<file path="src/design/dscc_cfg.svh">
/*
 Constants for the dual source charger control: register offsets,
 field positions, reset values, slave addresses and timer counts.
 Assumes a 25 MHz mclk.
*/
`ifndef DSCC_CFG_SVH
`define DSCC_CFG_SVH
`define DSCC_ADDR_USB 7'h6b
`define DSCC_ADDR_WALL 7'h6a
`define DSCC_OFS_STATUS 3'h0
`define DSCC_OFS_LIMIT 3'h1
`define DSCC_OFS_FLOAT 3'h2
`define DSCC_OFS_CURRENT 3'h4
`define DSCC_OFS_SPECIAL 3'h5
`define DSCC_BIT_KICK 1
`define DSCC_BIT_HIZ 1
`define DSCC_BIT_CDIS 2
`define DSCC_BIT_TE 3
`define DSCC_FAULT_TIMER 3'h6
`define DSCC_RST_STATUS 8'h00
`define DSCC_RST_LIMIT 8'h08
`define DSCC_RST_FLOAT 8'h08
`define DSCC_RST_CURRENT 8'h01
`define DSCC_RST_SPECIAL 8'h01
`define DSCC_CLK_HZ 25000000
`define DSCC_T15_S 900
`define DSCC_T32_S 32
`define DSCC_T15_CYC (36'(`DSCC_T15_S) * 36'(`DSCC_CLK_HZ))
`define DSCC_T32_CYC (36'(`DSCC_T32_S) * 36'(`DSCC_CLK_HZ))
`define DSCC_FLOAT_MAX 6'h2f
`define DSCC_FLOAT_BASE_MV 3500
`define DSCC_FLOAT_STEP_MV 20
`endif

</file>
<file path="src/design/dscc_pkg.sv">
/*
 Types of the dual source charger control.
 Assumes dscc_cfg.svh is available on the include path.
*/
package dscc_pkg;
    // Which input charges the battery
    typedef enum logic [1:0] {
        DSCC_SRC_NONE,
        DSCC_SRC_USB,
        DSCC_SRC_WALL
    } dscc_src_type;

    // One register bank
    typedef struct packed {
        logic [7:0] status;
        logic [7:0] limit;
        logic [7:0] float_v;
        logic [7:0] current;
        logic [7:0] special;
    } dscc_bank_type;

    // Analog-side sense levels
    typedef struct packed {
        logic wall_valid;
        logic usb_valid;
        logic batt_weak;
        logic batt_short;
        logic term_reached;
        logic fault_event;
        logic [2:0] fault_code;
    } dscc_sense_type;

    // Analog-side controls
    typedef struct packed {
        logic charge_on;
        logic from_wall;
        logic precharge;
        logic boost_on;
        logic floor_loop_on;
        logic block_path;
        logic [5:0] float_voltage_code;
        logic [3:0] charge_current_code;
        logic [1:0] usb_input_current_limit;
        logic [2:0] termination_current_code;
        logic [2:0] input_voltage_floor_code;
    } dscc_ctrl_type;
endpackage : dscc_pkg

</file>
<file path="src/design/dscc_float_dec.sv">
/*
 Float-voltage code to millivolt decoder.
 Assumes a pure combinational use.
*/
`timescale 1ns/1ps
`include "dscc_cfg.svh"
module dscc_float_dec (
    // Code in
    input wire logic [5:0] float_voltage_code,
    // Millivolts out
    output logic [12:0] float_mv
);
    logic [5:0] code_sat;
    // Saturate at the top code, then scale
    always_comb begin
        code_sat = (float_voltage_code > `DSCC_FLOAT_MAX) ?
            `DSCC_FLOAT_MAX : float_voltage_code;
        float_mv = 13'(`DSCC_FLOAT_BASE_MV) +
            13'(code_sat) * 13'(`DSCC_FLOAT_STEP_MV);
    end
endmodule : dscc_float_dec

</file>
<file path="src/design/dscc_i2c_slave.sv">
/*
 Two-wire serial slave answering two addresses, byte wide registers.
 Assumes scl and sda_in already pass two flip-flops in the caller.
*/
`timescale 1ns/1ps
module dscc_i2c_slave (
    // Clock and reset
    input wire logic mclk,
    input wire logic reset_n,
    // Synchronised bus levels
    input wire logic scl,
    input wire logic sda,
    output logic sda_oe,
    // Register access
    output logic wr_stb,
    output logic wr_bank,
    output logic [2:0] wr_ofs,
    output logic [7:0] wr_data,
    output logic [2:0] rd_ofs,
    output logic rd_bank,
    input wire logic [7:0] rd_data
);
    typedef enum logic [2:0] {
        S_IDLE, S_ADDR, S_ACK, S_WDATA, S_RDATA, S_RACK
    } dscc_i2c_st_type;
    dscc_i2c_st_type st_ff;
    logic scl_d_ff, sda_d_ff;
    logic [3:0] bit_ff;
    logic [7:0] sh_ff;
    logic rw_ff, have_ofs_ff, bank_ff, ack_ff;
    logic [2:0] ofs_ff;
    logic scl_rise, scl_fall, start_c, stop_c;
    // Bus edge and condition detect
    assign scl_rise = scl & ~scl_d_ff;
    assign scl_fall = ~scl & scl_d_ff;
    assign start_c = scl & scl_d_ff & sda_d_ff & ~sda;
    assign stop_c = scl & scl_d_ff & ~sda_d_ff & sda;
    assign rd_ofs = ofs_ff;
    assign rd_bank = bank_ff;
    always_ff @(posedge mclk or negedge reset_n) begin
        if (!reset_n) begin
            scl_d_ff <= 1'b1;
            sda_d_ff <= 1'b1;
        end else begin
            scl_d_ff <= scl;
            sda_d_ff <= sda;
        end
    end
    // Byte engine
    always_ff @(posedge mclk or negedge reset_n) begin
        if (!reset_n) begin
            st_ff <= S_IDLE;
            bit_ff <= 4'h0;
            sh_ff <= 8'h00;
            rw_ff <= 1'b0;
            have_ofs_ff <= 1'b0;
            bank_ff <= 1'b0;
            ack_ff <= 1'b0;
            ofs_ff <= 3'h0;
            sda_oe <= 1'b0;
            wr_stb <= 1'b0;
            wr_bank <= 1'b0;
            wr_ofs <= 3'h0;
            wr_data <= 8'h00;
        end else begin
            wr_stb <= 1'b0;
            if (start_c) begin
                st_ff <= S_ADDR;
                bit_ff <= 4'h0;
                have_ofs_ff <= 1'b0;
                sda_oe <= 1'b0;
            end else if (stop_c) begin
                st_ff <= S_IDLE;
                sda_oe <= 1'b0;
            end else begin
                unique case (st_ff)
                    S_IDLE: begin
                        sda_oe <= 1'b0;
                    end
                    S_ADDR, S_WDATA: begin
                        if (scl_rise) begin
                            sh_ff <= {sh_ff[6:0], sda};
                            bit_ff <= bit_ff + 4'h1;
                        end
                        if (scl_fall && bit_ff == 4'h8) begin
                            bit_ff <= 4'h0;
                            ack_ff <= 1'b0;
                            if (st_ff == S_ADDR) begin
                                // Two addresses, one per input bank
                                if (sh_ff[7:1] == `DSCC_ADDR_USB ||
                                    sh_ff[7:1] == `DSCC_ADDR_WALL) begin
                                    bank_ff <= (sh_ff[7:1] ==
                                        `DSCC_ADDR_WALL);
                                    rw_ff <= sh_ff[0];
                                    sda_oe <= 1'b1;
                                    st_ff <= S_ACK;
                                end else begin
                                    st_ff <= S_IDLE;
                                end
                            end else begin
                                sda_oe <= 1'b1;
                                st_ff <= S_ACK;
                                if (!have_ofs_ff) begin
                                    ofs_ff <= sh_ff[2:0];
                                    have_ofs_ff <= 1'b1;
                                end else begin
                                    // Byte write to the chosen bank
                                    wr_stb <= 1'b1;
                                    wr_bank <= bank_ff;
                                    wr_ofs <= ofs_ff;
                                    wr_data <= sh_ff;
                                    ofs_ff <= ofs_ff + 3'h1;
                                end
                            end
                        end
                    end
                    S_ACK: begin
                        if (scl_fall) begin
                            if (rw_ff) begin
                                sh_ff <= rd_data;
                                sda_oe <= ~rd_data[7];
                                st_ff <= S_RDATA;
                            end else begin
                                sda_oe <= 1'b0;
                                st_ff <= S_WDATA;
                            end
                        end
                    end
                    S_RDATA: begin
                        if (scl_fall) begin
                            if (bit_ff == 4'h7) begin
                                bit_ff <= 4'h0;
                                sda_oe <= 1'b0;
                                ofs_ff <= ofs_ff + 3'h1;
                                st_ff <= S_RACK;
                            end else begin
                                bit_ff <= bit_ff + 4'h1;
                                sh_ff <= {sh_ff[6:0], 1'b0};
                                sda_oe <= ~sh_ff[6];
                            end
                        end
                    end
                    S_RACK: begin
                        if (scl_rise) begin
                            ack_ff <= ~sda;
                        end
                        if (scl_fall) begin
                            st_ff <= ack_ff ? S_ACK : S_IDLE;
                        end
                    end
                    default: begin
                        st_ff <= S_IDLE;
                    end
                endcase
            end
        end
    end
endmodule : dscc_i2c_slave

</file>
<file path="src/design/dscc_top.sv">
/*
 Dual source charger control: source choice, two register banks,
 unattended and watchdog timers, fault routing, analog controls.
 Assumes sense levels are mclk-synchronous; scl and sda are pins.
*/
`timescale 1ns/1ps
`include "dscc_cfg.svh"
module dscc_top #(
    parameter logic [35:0] T15_CYC = 36'(`DSCC_T15_CYC),
    parameter logic [35:0] T32_CYC = 36'(`DSCC_T32_CYC)
) (
    // Clock and reset
    input wire logic mclk,
    input wire logic reset_n,
    // Serial bus pins
    input wire logic scl_in,
    input wire logic sda_in,
    output logic sda_out,
    output logic sda_oe,
    // Analog interface
    input wire dscc_pkg::dscc_sense_type sense,
    input wire logic boost_req,
    output dscc_pkg::dscc_ctrl_type ctrl,
    output logic [12:0] float_mv,
    output dscc_pkg::dscc_src_type selected_charge_input
);
    import dscc_pkg::*;
    dscc_bank_type bank_ff [2];
    dscc_src_type src_ff, nxt_src;
    logic [1:0] scl_s_ff, sda_s_ff;
    logic wr_stb, wr_bank, rd_bank;
    logic [2:0] wr_ofs, rd_ofs;
    logic [7:0] wr_data, rd_data;
    logic [35:0] t15_ff, t32_ff;
    logic attended_ff, done_ff, both_gone_ff, charging;
    logic wall_prev_ff, usb_prev_ff, t15_exp, t32_exp, act;
    dscc_bank_type ab;

    // Pins into mclk domain
    always_ff @(posedge mclk or negedge reset_n) begin
        if (!reset_n) begin
            scl_s_ff <= 2'h3;
            sda_s_ff <= 2'h3;
        end else begin
            scl_s_ff <= {scl_s_ff[0], scl_in};
            sda_s_ff <= {sda_s_ff[0], sda_in};
        end
    end
    assign sda_out = 1'b0;

    dscc_i2c_slave u_slave (
        .mclk(mclk),
        .reset_n(reset_n),
        .scl(scl_s_ff[1]),
        .sda(sda_s_ff[1]),
        .sda_oe(sda_oe),
        .wr_stb(wr_stb),
        .wr_bank(wr_bank),
        .wr_ofs(wr_ofs),
        .wr_data(wr_data),
        .rd_ofs(rd_ofs),
        .rd_bank(rd_bank),
        .rd_data(rd_data)
    );

    // Read mux, unmapped offsets read zero
    always_comb begin
        unique case (rd_ofs)
            `DSCC_OFS_STATUS: rd_data = bank_ff[rd_bank].status;
            `DSCC_OFS_LIMIT: rd_data = bank_ff[rd_bank].limit;
            `DSCC_OFS_FLOAT: rd_data = bank_ff[rd_bank].float_v;
            `DSCC_OFS_CURRENT: rd_data = bank_ff[rd_bank].current;
            `DSCC_OFS_SPECIAL: rd_data = bank_ff[rd_bank].special;
            default: rd_data = 8'h00;
        endcase
    end

    // Source selection, wall preferred
    always_comb begin
        if (sense.wall_valid) begin
            nxt_src = DSCC_SRC_WALL;
        end else if (sense.usb_valid) begin
            nxt_src = DSCC_SRC_USB;
        end else begin
            nxt_src = DSCC_SRC_NONE;
        end
    end
    always_ff @(posedge mclk or negedge reset_n) begin
        if (!reset_n) begin
            src_ff <= DSCC_SRC_NONE;
        end else begin
            src_ff <= nxt_src;
        end
    end
    assign selected_charge_input = src_ff;
    assign act = (src_ff == DSCC_SRC_WALL);
    assign ab = bank_ff[act];

    // Input history for weak battery restart
    always_ff @(posedge mclk or negedge reset_n) begin
        if (!reset_n) begin
            wall_prev_ff <= 1'b0;
            usb_prev_ff <= 1'b0;
            both_gone_ff <= 1'b1;
        end else begin
            wall_prev_ff <= sense.wall_valid;
            usb_prev_ff <= sense.usb_valid;
            if (!sense.wall_valid && !sense.usb_valid) begin
                both_gone_ff <= 1'b1;
            end else if (both_gone_ff) begin
                both_gone_ff <= 1'b0;
            end
        end
    end

    // Timers: unattended until a write, then host watchdog
    assign t15_exp = !attended_ff && charging && t15_ff == T15_CYC - 36'h1;
    assign t32_exp = attended_ff && t32_ff == T32_CYC - 36'h1;
    always_ff @(posedge mclk or negedge reset_n) begin
        if (!reset_n) begin
            t15_ff <= 36'h0;
            t32_ff <= 36'h0;
            attended_ff <= 1'b0;
        end else begin
            if (t32_exp) begin
                attended_ff <= 1'b0;
                t32_ff <= 36'h0;
                t15_ff <= 36'h0;
            end else if (wr_stb) begin
                attended_ff <= 1'b1;
                if (wr_ofs == `DSCC_OFS_STATUS &&
                    wr_data[`DSCC_BIT_KICK]) begin
                    t32_ff <= 36'h0;
                end
            end else if (attended_ff) begin
                t32_ff <= t32_ff + 36'h1;
            end else if (t15_exp) begin
                // Expiry restarts the count for the next charge
                t15_ff <= 36'h0;
            end else if (charging) begin
                t15_ff <= t15_ff + 36'h1;
            end
            if (both_gone_ff) begin
                t15_ff <= 36'h0;
            end
        end
    end

    // Register banks, host writes and hardware events
    for (genvar b = 0; b < 2; b++) begin : g_bank
        always_ff @(posedge mclk or negedge reset_n) begin
            if (!reset_n) begin
                bank_ff[b] <= {`DSCC_RST_STATUS, `DSCC_RST_LIMIT,
                    `DSCC_RST_FLOAT, `DSCC_RST_CURRENT, `DSCC_RST_SPECIAL};
            end else begin
                if (wr_stb && wr_bank == 1'(b)) begin
                    unique case (wr_ofs)
                        `DSCC_OFS_STATUS:
                            bank_ff[b].status[7:3] <= wr_data[7:3];
                        `DSCC_OFS_LIMIT: bank_ff[b].limit <= wr_data;
                        `DSCC_OFS_FLOAT: bank_ff[b].float_v <= wr_data;
                        `DSCC_OFS_CURRENT: bank_ff[b].current <= wr_data;
                        `DSCC_OFS_SPECIAL: bank_ff[b].special <= wr_data;
                        default: ;
                    endcase
                end
                // Watchdog resets only the active bank
                if (t32_exp && act == 1'(b)) begin
                    bank_ff[b] <= {5'h00, `DSCC_FAULT_TIMER,
                        `DSCC_RST_LIMIT, `DSCC_RST_FLOAT,
                        `DSCC_RST_CURRENT, `DSCC_RST_SPECIAL};
                end
                // Fault only into the charging input's status
                if (sense.fault_event && charging && act == 1'(b)) begin
                    bank_ff[b].status[2:0] <= sense.fault_code;
                end
                // Unattended expiry: disable the active bank and, while done_ff is clear, any bank whose input is present
                if (t15_exp) begin
                    if (attended_ff == 1'b0 && act == 1'(b)) begin
                        bank_ff[b].status[2:0] <= `DSCC_FAULT_TIMER;
                        bank_ff[b].limit[`DSCC_BIT_CDIS] <= 1'b1;
                    end
                    if (b == 1 ? sense.wall_valid && !done_ff
                               : sense.usb_valid && !done_ff) begin
                        bank_ff[b].limit[`DSCC_BIT_CDIS] <= 1'b1;
                    end
                end
                // Restart after both inputs removed clears disable
                if (both_gone_ff && sense.batt_weak &&
                    (sense.wall_valid || sense.usb_valid)) begin
                    bank_ff[b].limit[`DSCC_BIT_CDIS] <= 1'b0;
                end
            end
        end
    end

    // Done flag: watchdog event narrows later disables to active bank
    always_ff @(posedge mclk or negedge reset_n) begin
        if (!reset_n) begin
            done_ff <= 1'b0;
        end else if (t32_exp) begin
            done_ff <= 1'b1;
        end else if (both_gone_ff) begin
            done_ff <= 1'b0;
        end
    end

    // Charge control
    always_comb begin
        charging = src_ff != DSCC_SRC_NONE &&
            !ab.limit[`DSCC_BIT_CDIS] && !ab.special[`DSCC_BIT_HIZ] &&
            !(sense.term_reached && ab.limit[`DSCC_BIT_TE]);
        // High impedance in the active bank, wall or USB, blocks charge and path
        ctrl.charge_on = charging;
        ctrl.from_wall = act;
        ctrl.precharge = charging && sense.batt_short;
        ctrl.block_path = src_ff == DSCC_SRC_NONE ||
            ab.special[`DSCC_BIT_HIZ];
        ctrl.boost_on = boost_req && !ab.special[`DSCC_BIT_HIZ] &&
            (!charging || act);
        ctrl.floor_loop_on = charging;
        ctrl.float_voltage_code = ab.float_v[7:2];
        ctrl.charge_current_code = act ? ab.current[6:3] :
            {1'b0, ab.current[6:4]};
        ctrl.usb_input_current_limit = bank_ff[0].limit[7:6];
        ctrl.termination_current_code = ab.current[2:0];
        ctrl.input_voltage_floor_code = ab.special[2:0];
    end

    dscc_float_dec u_float (
        .float_voltage_code(ctrl.float_voltage_code),
        .float_mv(float_mv)
    );

    // Checks
    property p_wall_pref;
        @(posedge mclk) disable iff (!reset_n)
        sense.wall_valid |=> src_ff == DSCC_SRC_WALL;
    endproperty
    a_wall_pref: assert property (p_wall_pref)
        else $error("wall not chosen");
    property p_hiz_off;
        @(posedge mclk) disable iff (!reset_n)
        ab.special[`DSCC_BIT_HIZ] |-> !ctrl.charge_on && !ctrl.boost_on;
    endproperty
    a_hiz_off: assert property (p_hiz_off)
        else $error("hiz leaves power on");
    property p_boost;
        @(posedge mclk) disable iff (!reset_n)
        ctrl.boost_on && ctrl.charge_on |-> ctrl.from_wall;
    endproperty
    a_boost: assert property (p_boost)
        else $error("boost with usb charge");
    property p_wdog;
        @(posedge mclk) disable iff (!reset_n)
        t32_exp |=> ab.status[2:0] == `DSCC_FAULT_TIMER && !attended_ff;
    endproperty
    a_wdog: assert property (p_wdog)
        else $error("watchdog fault missing");
    property p_t15;
        @(posedge mclk) disable iff (!reset_n)
        t15_exp |=> ab.limit[`DSCC_BIT_CDIS] && !ctrl.charge_on;
    endproperty
    a_t15: assert property (p_t15)
        else $error("timer expiry left charge on");
    property p_term;
        @(posedge mclk) disable iff (!reset_n)
        sense.term_reached && ab.limit[`DSCC_BIT_TE] |-> !ctrl.charge_on;
    endproperty
    a_term: assert property (p_term)
        else $error("no termination");
    property p_pre;
        @(posedge mclk) disable iff (!reset_n)
        ctrl.precharge |-> sense.batt_short && ctrl.charge_on;
    endproperty
    a_pre: assert property (p_pre)
        else $error("bad precharge");
    property p_float;
        @(posedge mclk) disable iff (!reset_n)
        ctrl.float_voltage_code >= 6'h2f |-> float_mv == 13'h1158;
    endproperty
    a_float: assert property (p_float)
        else $error("float not saturated");
    c_wdog: cover property (@(posedge mclk) disable iff (!reset_n) t32_exp);
    c_t15: cover property (@(posedge mclk) disable iff (!reset_n) t15_exp);
    c_hand: cover property (@(posedge mclk) disable iff (!reset_n)
        src_ff == DSCC_SRC_USB ##1 src_ff == DSCC_SRC_WALL);
endmodule : dscc_top

</file>
<file path="config.mk">
export PLATFORM = sky130hd
export DESIGN_NAME = dscc_top
export DESIGN_NICKNAME = d
export VERILOG_FILES = /design/src/design/dscc_pkg.sv /design/src/design/dscc_float_dec.sv /design/src/design/dscc_i2c_slave.sv /design/src/design/dscc_top.sv
export VERILOG_INCLUDE_DIRS = /design/src /design/src/design
export SDC_FILE = /design/constraint.sdc
export NUM_CORES = 1
export LEC_CHECK = 0
export CAP_MARGIN = 20
export CORE_ASPECT_RATIO = 1.4
export CORE_MARGIN = 1
export CORE_UTILIZATION = 60
export CTS_CLUSTER_DIAMETER = 120
export DETAILED_ROUTE_END_ITERATION = 10
export DONT_BUFFER_PORTS = 1
export HOLD_SLACK_MARGIN = 0.12
export PLACE_DENSITY = 0.76
export REMOVE_ABC_BUFFERS = 1
export SLEW_MARGIN = 0
export SYNTH_ARGS = -nofsm -noshare
export SYNTH_HDL_FRONTEND = slang
export SYNTH_SLANG_ARGS = --single-unit
export TNS_END_PERCENT = 50
</file>
<file path="constraint.sdc">
create_clock -name mclk -period 5.25 [get_ports mclk]
set_input_delay 0.525 -clock mclk [delete_from_list [all_inputs] [get_ports mclk]]
set_output_delay 0.525 -clock mclk [all_outputs]
set_load 0.02 [all_outputs]
</file>
* After elaboration in Yosys (flattened, before gate mapping) *
Index checks and enable logic that the tools add are counted.

cells by class
  multipliers = 1
  eq/ne operators = 43
  add/sub/neg operators = 5
  reductions and logical operators = 88
  $lt $le $gt $ge = 3
  muxes and demuxes = 107
  div/mod/pow operators = 0
  bitwise gates (word level) = 21
  shifts and indexed selects = 0

operator list
  operator                count
  $mux 36                 10
  $mux 40                 5
  $mux 28                 3
  $mux 8                  10
  $add 36x1->36 const B   2
  $mux 32                 2
  $mux 3                  19
  $pmux 8 s5              1
  $reduce_bool 2->1       19
  $eq 36x30->1 const B    1
  $eq 36x35->1 const B    1
  $mux 1                  36
  $mux 4                  7
  $logic_and 1x1->1       26
  $ne 4x1->1 const B      6
  $pmux 8 s3              1
  $reduce_and 2->1        11
  $eq 3x3->1 const B      6
  $ne 2x1->1 const B      9
  $reduce_and 6->1        3
  $mux 5                  3
  $pmux 3 s5              1
  $eq 7x7->1 const B      2
  $add 12x11->13 const A  1
  36 further kinds        83

storage, ports and cells
  bits in latches = 0
  bits in writable memories = 0
  bits of input ports = 14
  memory bits (read-only) = 0
  output and inout port bits = 41
  register bits = 199
  memories kept = 0

* Logic depth before layout (Yosys ltp) *
Gate-level depths: netlist (run 1).

  word-level depth = 16
  mapped depth = 15

* Cells and area by module *
Synthesis (run 1) repeated with hierarchy kept, for this count alone.

second synthesis, totals
  cells, all modules = 1212
  area total of the unflattened synthesis = 11727.5 um^2

by module, submodules not included
  module          area an instance (um^2)  cells each  times used
  dscc_top        9216.3                   966         1
  dscc_i2c_slave  1999.4                   179         1
  dscc_float_dec  511.7                    67          1

* Worst setup path after synthesis (run 1) *
Ideal clock, no wire load.

  path kind = flip-flop to output port
  from = register src_ff[0], in the netlist selected_charge_input[0]
  to = output port float_mv[10]
  setup slack = 1154 ps
  path buffers = 1
  data arrival time = 3571 ps
  cell stages (with the launch flop) = 16
  cells stage by stage = dfrtp_1 > nand2b_1 > clkbuf_1 > inv_2 > and3_1 > a31oi_1 > nand3_1 > ha_1 > ha_1 > fa_1 > a21o_1 > a21oi_1 > xor2_1 > inv_1 > o21ai_0 > xor2_1

between the ends
  word-level cells in the longest chain between the ends = 9

RTL lines
  element                                          RTL line              text
  start: declaration                               dscc_top.sv:29        dscc_src_type src_ff, nxt_src;
  start signal: assignment                         dscc_top.sv:92        src_ff <= nxt_src;
  $eq 2x2->1 (*)                                   dscc_top.sv:96        assign act = (src_ff == DSCC_SRC_WALL);
  $not 1->2 (not written as such) (*)              dscc_top.sv:97        assign ab = bank_ff[act];
  $mux 28 (not written as such) (*) (3 in series)  dscc_top.sv:97
  $gt 6x6->1 (no source line)                      --
  $mux 6 (*)                                       dscc_float_dec.sv:16  code_sat = (float_voltage_code > `DSCC_FLOAT_MAX) ?
  $mul 6x3->9 (*)                                  dscc_float_dec.sv:19  13'(code_sat) * 13'(`DSCC_FLOAT_STEP_MV);
  $add 12x11->13 (*)                               dscc_float_dec.sv:18  float_mv = 13'(`DSCC_FLOAT_BASE_MV) +
  end: declaration                                 dscc_top.sv:24        output logic [12:0] float_mv,

Every way passes the cells marked *; elsewhere a longest branch is shown, timed or not. The select of a mux whose other input is x is not followed.

==> results of run 1 <==
power groups by stage:
| stage | Sequential, mW | Clock, mW | Combinational, mW |
|---|---|---|---|
| finish | 1.75 | 1.41 | 0.529 |
| CTS | 1.74 | 1.43 | 0.525 |
| global route | 1.76 | 1.49 | 0.582 |
| floorplan | 1.75 | 0 | 0.349 |
| detailed placement | 1.77 | 0 | 0.483 |
| global placement | 1.77 | 0 | 0.472 |
cell type report:
cell class / instances / share of cell area
multi-input combinational: 886 / 0.477
sequential: 199 / 0.419
clock buffer: 17 / 0.0357
tap: 240 / 0.0252
timing repair buffer: 22 / 0.0181
clock inverter: 15 / 0.0175
inverter: 22 / 0.00693
metrics by stage:
step | hold WS, ps | instances | utilization | total power, mW
global placement | 239 | 1361 | 0.621 | 2.24
CTS | 137 | 1401 | 0.662 | 3.70
finish | 69.1 | 1401 | 0.662 | 3.69
detailed placement | 238 | 1364 | 0.623 | 2.26
global route | 138 | 1401 | 0.662 | 3.84
floorplan | 229 | 1107 | - | 2.10
state kept, by name (all words and copies together), names as in the netlist, 2 cells and up:
signal                 count
bank_ff                   78
ctrl                       2
scl_s_ff                   2
sda_s_ff                   2
selected_charge_input      2
t15_ff                    36
t32_ff                    36
u_slave.bit_ff             4
u_slave.rd_ofs             3
u_slave.sh_ff              8
u_slave.st_ff              3
u_slave.wr_data            8
u_slave.wr_ofs             3
cells in the mapped netlist (4+ instances only):
cell | number | area share
mux2_2 | 10 | 0.010
buf_1 | 9 | 0.0030
mux2i_1 | 81 | 0.073
and3_1 | 8 | 0.0045
nand2b_1 | 17 | 0.0096
nor4b_1 | 5 | 0.0039
nor3b_1 | 9 | 0.0061
nor3_1 | 30 | 0.014
a211oi_1 | 8 | 0.0054
buf_2 | 13 | 0.0059
or3_1 | 8 | 0.0045
a21oi_1 | 38 | 0.017
clkbuf_1 | 40 | 0.014
a221oi_1 | 8 | 0.0063
buf_4 | 10 | 0.0068
ha_1 | 17 | 0.019
nand3_1 | 40 | 0.018
xnor2_1 | 53 | 0.042
a21o_1 | 6 | 0.0041
mux4_2 | 4 | 0.0081
a22oi_1 | 12 | 0.0081
dfrtp_1 | 184 | 0.42
o21ai_0 | 43 | 0.019
nand2_1 | 145 | 0.049
and2_1 | 7 | 0.0039
o22ai_1 | 10 | 0.0056
nand4b_1 | 4 | 0.0032
nor4_1 | 7 | 0.0039
inv_1 | 21 | 0.0071
nor2b_1 | 13 | 0.0073
nor2_1 | 165 | 0.056
xor2_1 | 22 | 0.017
dfstp_2 | 15 | 0.036
nand3b_1 | 7 | 0.0047
a31oi_1 | 10 | 0.0056
a22o_1 | 6 | 0.0047
nor4_2 | 4 | 0.0045
nand4_1 | 22 | 0.012
cell families (layout without fill, tap and decap cells):
kind of cell             Yosys count  in the layout  synth area share
other                              1              3          0.000338
buffers and inverters             95             76            0.0377
AND/OR/NAND/NOR                  515            515             0.228
multiplexers                      95             95            0.0914
AO/OA/AOI/OAI                    179            179             0.111
XOR/XNOR                          75             75            0.0592
flip-flops                       199            199             0.451
adder cells (fa/ha/maj)           19             19            0.0219
layout by cell type (no fill, tap or decap), drive strengths merged, types with 15 or more instances in the layout:
master / count
a21oi: 38
buf: 18
clkbuf: 17
dfrtp: 184
dfstp: 15
ha: 17
inv: 30
mux2i: 81
nand2: 145
nand2b: 17
nand3: 40
nand4: 22
nor2: 167
nor3: 32
o21ai: 44
xnor2: 53
xor2: 22
routing by layer:
metal	vias to the layer above	GRT usage	part of all wire
li1	4084	-	-
met1	4325	0.380	0.42
met2	245	0.498	0.51
met3	56	0.0469	0.044
met4	0	0.116	0.033
met5	-	0	0
worst max path at each step:
| stage | startpoint | cells after the start | to |
|---|---|---|---|
| floorplan | selected_charge_input[0] | 14 | float_mv[10] |
| global placement | selected_charge_input[0] | 15 | float_mv[10] |
| detailed placement | selected_charge_input[0] | 15 | float_mv[10] |
| CTS | selected_charge_input[0] | 15 | float_mv[10] |
| global route | selected_charge_input[0] | 15 | float_mv[10] |
| finish | selected_charge_input[0] | 15 | float_mv[10] |
repair_timing:
action | in CTS | in global routing
hold endpoints to repair | 203 | 0
gates resized for setup | 0 | 0
hold buffers | 5 | 0
setup buffers | 0 | 0
==> run summary, run 1 <==
CTS clk-pin slew, worst paths: 80 ps
Area of the multi-input gates: 5690 sq um
FF-to-FF Start: selected_charge_input[0]
Reg2Reg Depth: 8
# IOs: 55
Gp weighted congestion: 0.866
Syn Area/Cell: 9.42 sq um
Die W: 117 um
DIE AREA: 19000 sq um
Final Instance Area: 11900 sq um
Nets: 1180
Row count: 58
Drt drc: 0
Worst path arrival time: 4170 ps
PortBufs: 0
Seq pwr share: 0.474
Cells after Synth: 1178
Final period utilization: 0.895
CTS buffer count: 17
Setup WS post-layout: 552 ps
Root buffer cell: clkbuf_16
Sw frac: 0.302
Slowest CP cell: dfrtp_1
DRT Wirelength: 26500 um
Comb power frac: 0.143
Status: finished clean
Largest stage delay on the critical path: 540 ps
Synthesis warning total: 0
Internal: 2.58 mW
Worst-path cell chain: nand2b_1 -> inv_2 -> and3_1 -> a31oi_1 -> nand3_1 -> ha_1 -> ha_1 -> fa_1 -> a21o_1 -> a21oi_1 -> xor2_1 -> inv_1 -> o21ai_0 -> xor2_1 -> buf_4
Layout cells sized above 1: 0.0913
R2R Setup Slk: 1420 ps
Data required, critical path: 4720 ps
Slew HR: 0.226
Initial core utilization: 0.616
Iter 0 DRT Violations: 564
CTS tree: built
# diodes: 0
Gr usage total: 0.296
Clock Sinks: 199
Netlist Area Pre-Place: 11100 sq um
Core box area: 18000 sq um
H-tree levels: 4
Antenna violations before repair: 0
Crit path time final: 4700 ps
Vias: 8710
Worst path bufs/invs: 3
Netlist cell types: 82
Worst Max-Slew Pin Slew: 1150 ps
Maximum clock path buffer count: 2
Post-synth EDFFs: 0
Reg2Reg Capture Point: t15_ff[34]
Area Overhead vs Synth: 7.47%
Die Y: 163 um
Vias in the first global route: 8346
WS Path Type: reg2out
Clock share of power: 0.383
Clk_skew: 8.64 ps
Sequential Area: 5000 sq um
DRT antenna net count: 0
Pre-CTS WS: 993 ps
Post-synthesis sequential element count: 199
Later-pin clock latency in the skew report: 440 ps
Post-placement cell area: 11200 sq um
Pre-antenna DRT Iters: 5
Final setup viols: 0
Register area share after synthesis: 0.451
Final HPWL DP: 17800 um
Number of max-cap violations: 0
Fmax: 213 MHz
PwrDens: 310 nW/um^2
Hold crit path type: in2async
DR WL/cell: 18.9 um
First-pass GRT wire length: 43200 um
Largest net degree at the start of global routing: 200
Filler cells: 1443
Worst Path Max Fanout: 9
NetSw: 1.11 mW
Ys flop type: dfrtp_1
Sum Neg Setup Slack: 0 ps
Startpoint types: flip-flop
Vias per inst: 6.22
Slew Viols, Final: 0
Final Hold Viols: 0
Leak Pwr: 5.22 nW
Endpoint type of the worst setup path: output pin
Peak supply drop: 225 uV
Grt ovf: 0
Delay-heaviest family, CP: adder cells
RSZ-0062 raised after global routing: no
FFs w/ async S/R, synth: 1.00
(Power assumes the default switching activity.)
==> inputs of run 2 (changes only) <==
- SYNTH_HIERARCHICAL: unset -> 1
- clock period: 5.25 -> 5.6 ns (I/O delays scaled with it)
==> run 2 against run 1 <==
Routed wire length up 7.9%. Synthesized area up 5.7%. First-iteration DRC count up 11%. Global-route usage down 0.17 points. Cell count up 3.0%. Register-to-register slack better by 500 ps. Die area up 5.6%.
==> run summary, run 2 <==
Cells after Synth: 1212
Slew HR: 0.207
Reg2Reg Capture Point: t15_ff[22]
Row count: 60
Post-CTS Setup Inserts: 0
# diodes: 0
Peak supply drop: 197 uV
Worst Path Max Fanout: 10
DRT Wirelength: 28600 um
Vias in the first global route: 9069
Netlist Area Pre-Place: 11700 sq um
CTS buffer count: 17
Register area share after synthesis: 0.426
Gr usage total: 0.294
WS Path Type: reg2out
Vias per inst: 6.43
DP Cell Count: 1408
Layout cells sized above 1: 0.125
R2R Setup Slk: 1920 ps
FFs w/ async S/R, synth: 1.00
Cell mode on critical path: nand2b_1
Initial core utilization: 0.610
Status: finished clean
Slew Viols, Final: 0
Final HPWL DP: 19600 um
Final period utilization: 0.888
Number of max-cap violations: 0
First-pass GRT wire length: 46700 um
Max FFs per register: 78
Pre-antenna DRT Iters: 7
Synth top cells by count: dfrtp_1 (184), nor2_1 (149), nand2_1 (121)
Worst path arrival time: 4410 ps
DR WL/cell: 19.8 um
H-tree levels: 4
Die Y: 167 um
Root buffer cell: clkbuf_16
Delay-heaviest family, CP: simple AND/OR/NAND/NOR gates
Post-synthesis sequential element count: 199
Antenna violations before repair: 0
Commonest non-fill, non-tap cell in the layout: dfrtp_1
Vias: 9284
Yosys top cell by area: dfrtp_1
CTS clk-pin slew, worst paths: 80 ps
Top cell type's share of synthesized area: 0.393
Netlist cell types: 97
Commonest non-fill, non-tap cells in the layout: dfrtp_1 (184), nor2_1 (149), nand2_1 (121), mux2i_1 (96), a21oi_1 (48)
Top reg by flops: bank_ff
Filler cells: 1621
Synthesis warning total: 6
# IOs: 55
Endpoint type of the worst setup path: output pin
Later-pin clock latency in the skew report: 440 ps
Clock Sinks: 199
Startpoint types: flip-flop
Worst Max-Slew Pin Slew: 1180 ps
Die W: 120 um
Final setup viols: 0
Core box area: 19200 sq um
DRT antenna net count: 0
Gp weighted congestion: 0.854
Post-CTS Hold Buffers: 3
Syn Area/Cell: 9.68 sq um
Area Overhead vs Synth: 6.34%
Reg2Reg Depth: 8
Maximum clock path buffer count: 2
Biggest regs: bank_ff (78), t15_ff (36), t32_ff (36)
Iter 0 DRT Violations: 624
Data required, critical path: 5040 ps
Crit path time final: 4970 ps
FF-to-FF Start: selected_charge_input[0]
RSZ-0062 raised after global routing: no
Worst path bufs/invs: 3
Sum Neg Setup Slack: 0 ps
Clk_skew: 11.8 ps
DIE AREA: 20100 sq um
Ranking of synthesized cells by area: dfrtp_1 (39%), mux2i_1 (8.2%), nor2_1 (4.8%)
Final Hold Viols: 0
Worst-path cell chain: nand2b_1 -> inv_1 -> nand2_1 -> nand2_1 -> nand2_2 -> nand2b_1 -> ha_1 -> ha_1 -> inv_1 -> fa_1 -> nand2b_1 -> o311a_1 -> a211o_1 -> xor2_1 -> buf_4
Post-synth EDFFs: 0
Ys flop type: dfrtp_1
PwrDens: 250 nW/um^2
Fin util: 0.649
PortBufs: 0
Largest net degree at the start of global routing: 200
Grt ovf: 0
Drt drc: 0
CTS tree: built
Top-count cell post-synth: dfrtp_1
Leak Pwr: 5.60 nW
Hold crit path type: in2async
Slowest CP cell: dfrtp_1
Largest stage delay on the critical path: 500 ps
Fmax: 201 MHz
Nets: 1210
Final non-filler cell total: 1443
Post_cts resized: 0
run 2: cell types whose count changed after synthesis, moves of 12 or more:
cell      delta
clkbuf_1    -14
xnor2_1     -25
mux2i_1     +15
nor2_1      -16
mux2_1      +12
mux2_2      +16
nand2_1     -24
run 2: how the worst max path moves through the flow:
stage,cells past startpoint,end,slack [ps],startpoint
after floorplan,14,float_mv[11],800,selected_charge_input[0]
after global placement,15,float_mv[9],1200,selected_charge_input[0]
after detailed placement,15,float_mv[9],1110,selected_charge_input[0]
after CTS,15,float_mv[9],630,selected_charge_input[0]
after global routing,15,float_mv[9],370,selected_charge_input[0]
final,15,float_mv[9],630,selected_charge_input[0]
run 2: layer usage:
metal  GRT usage  vias to the layer above  wire length (um)
met1       0.356                     4606             11600
met3      0.0473                       58              1490
met4       0.120                        0               870
met2       0.517                      308             14600
met5           0                        -                 0
li1            -                     4312                 -
run 2: metrics by stage:
step	hold WS, ps	instance area [sq um]	setup WS [ps]	power [mW]
floorplan	264	11400	802	1.80
CTS	125	12500	631	3.13
finish	97.6	12500	630	3.12
detailed placement	274	11800	1110	1.88
global placement	274	11800	1200	1.87
global route	128	12500	370	3.24
run 2: where the power goes:
group	internal, mW	switching (mW)	total [mW]
Clock	0.635	0.604	1.24
Combinational	0.127	0.167	0.294
Sequential	1.50	0.0849	1.59
Total	2.26	0.856	3.12
run 2: cell families after synthesis:
| family | after synthesis | share of synthesized area |
|---|---|---|
| fa+ha+maj | 14 | 0.0156 |
| xor+xnor | 46 | 0.0356 |
| simple gates | 512 | 0.225 |
| other cells | 2 | 0.000640 |
| compound gates | 195 | 0.128 |
| mux | 139 | 0.128 |
| flops | 199 | 0.426 |
| buf+inv | 105 | 0.0413 |
run 2: area by class of cell:
type	count	area [sq um]	area share
Tap cell	248	310	0.0249
Clock inverter	15	163	0.0130
Multi-Input combinational cell	909	6250	0.501
Sequential cell	199	5000	0.401
Timing Repair Buffer	25	213	0.0171
Clock buffer	17	425	0.0341
Inverter	30	113	0.00903
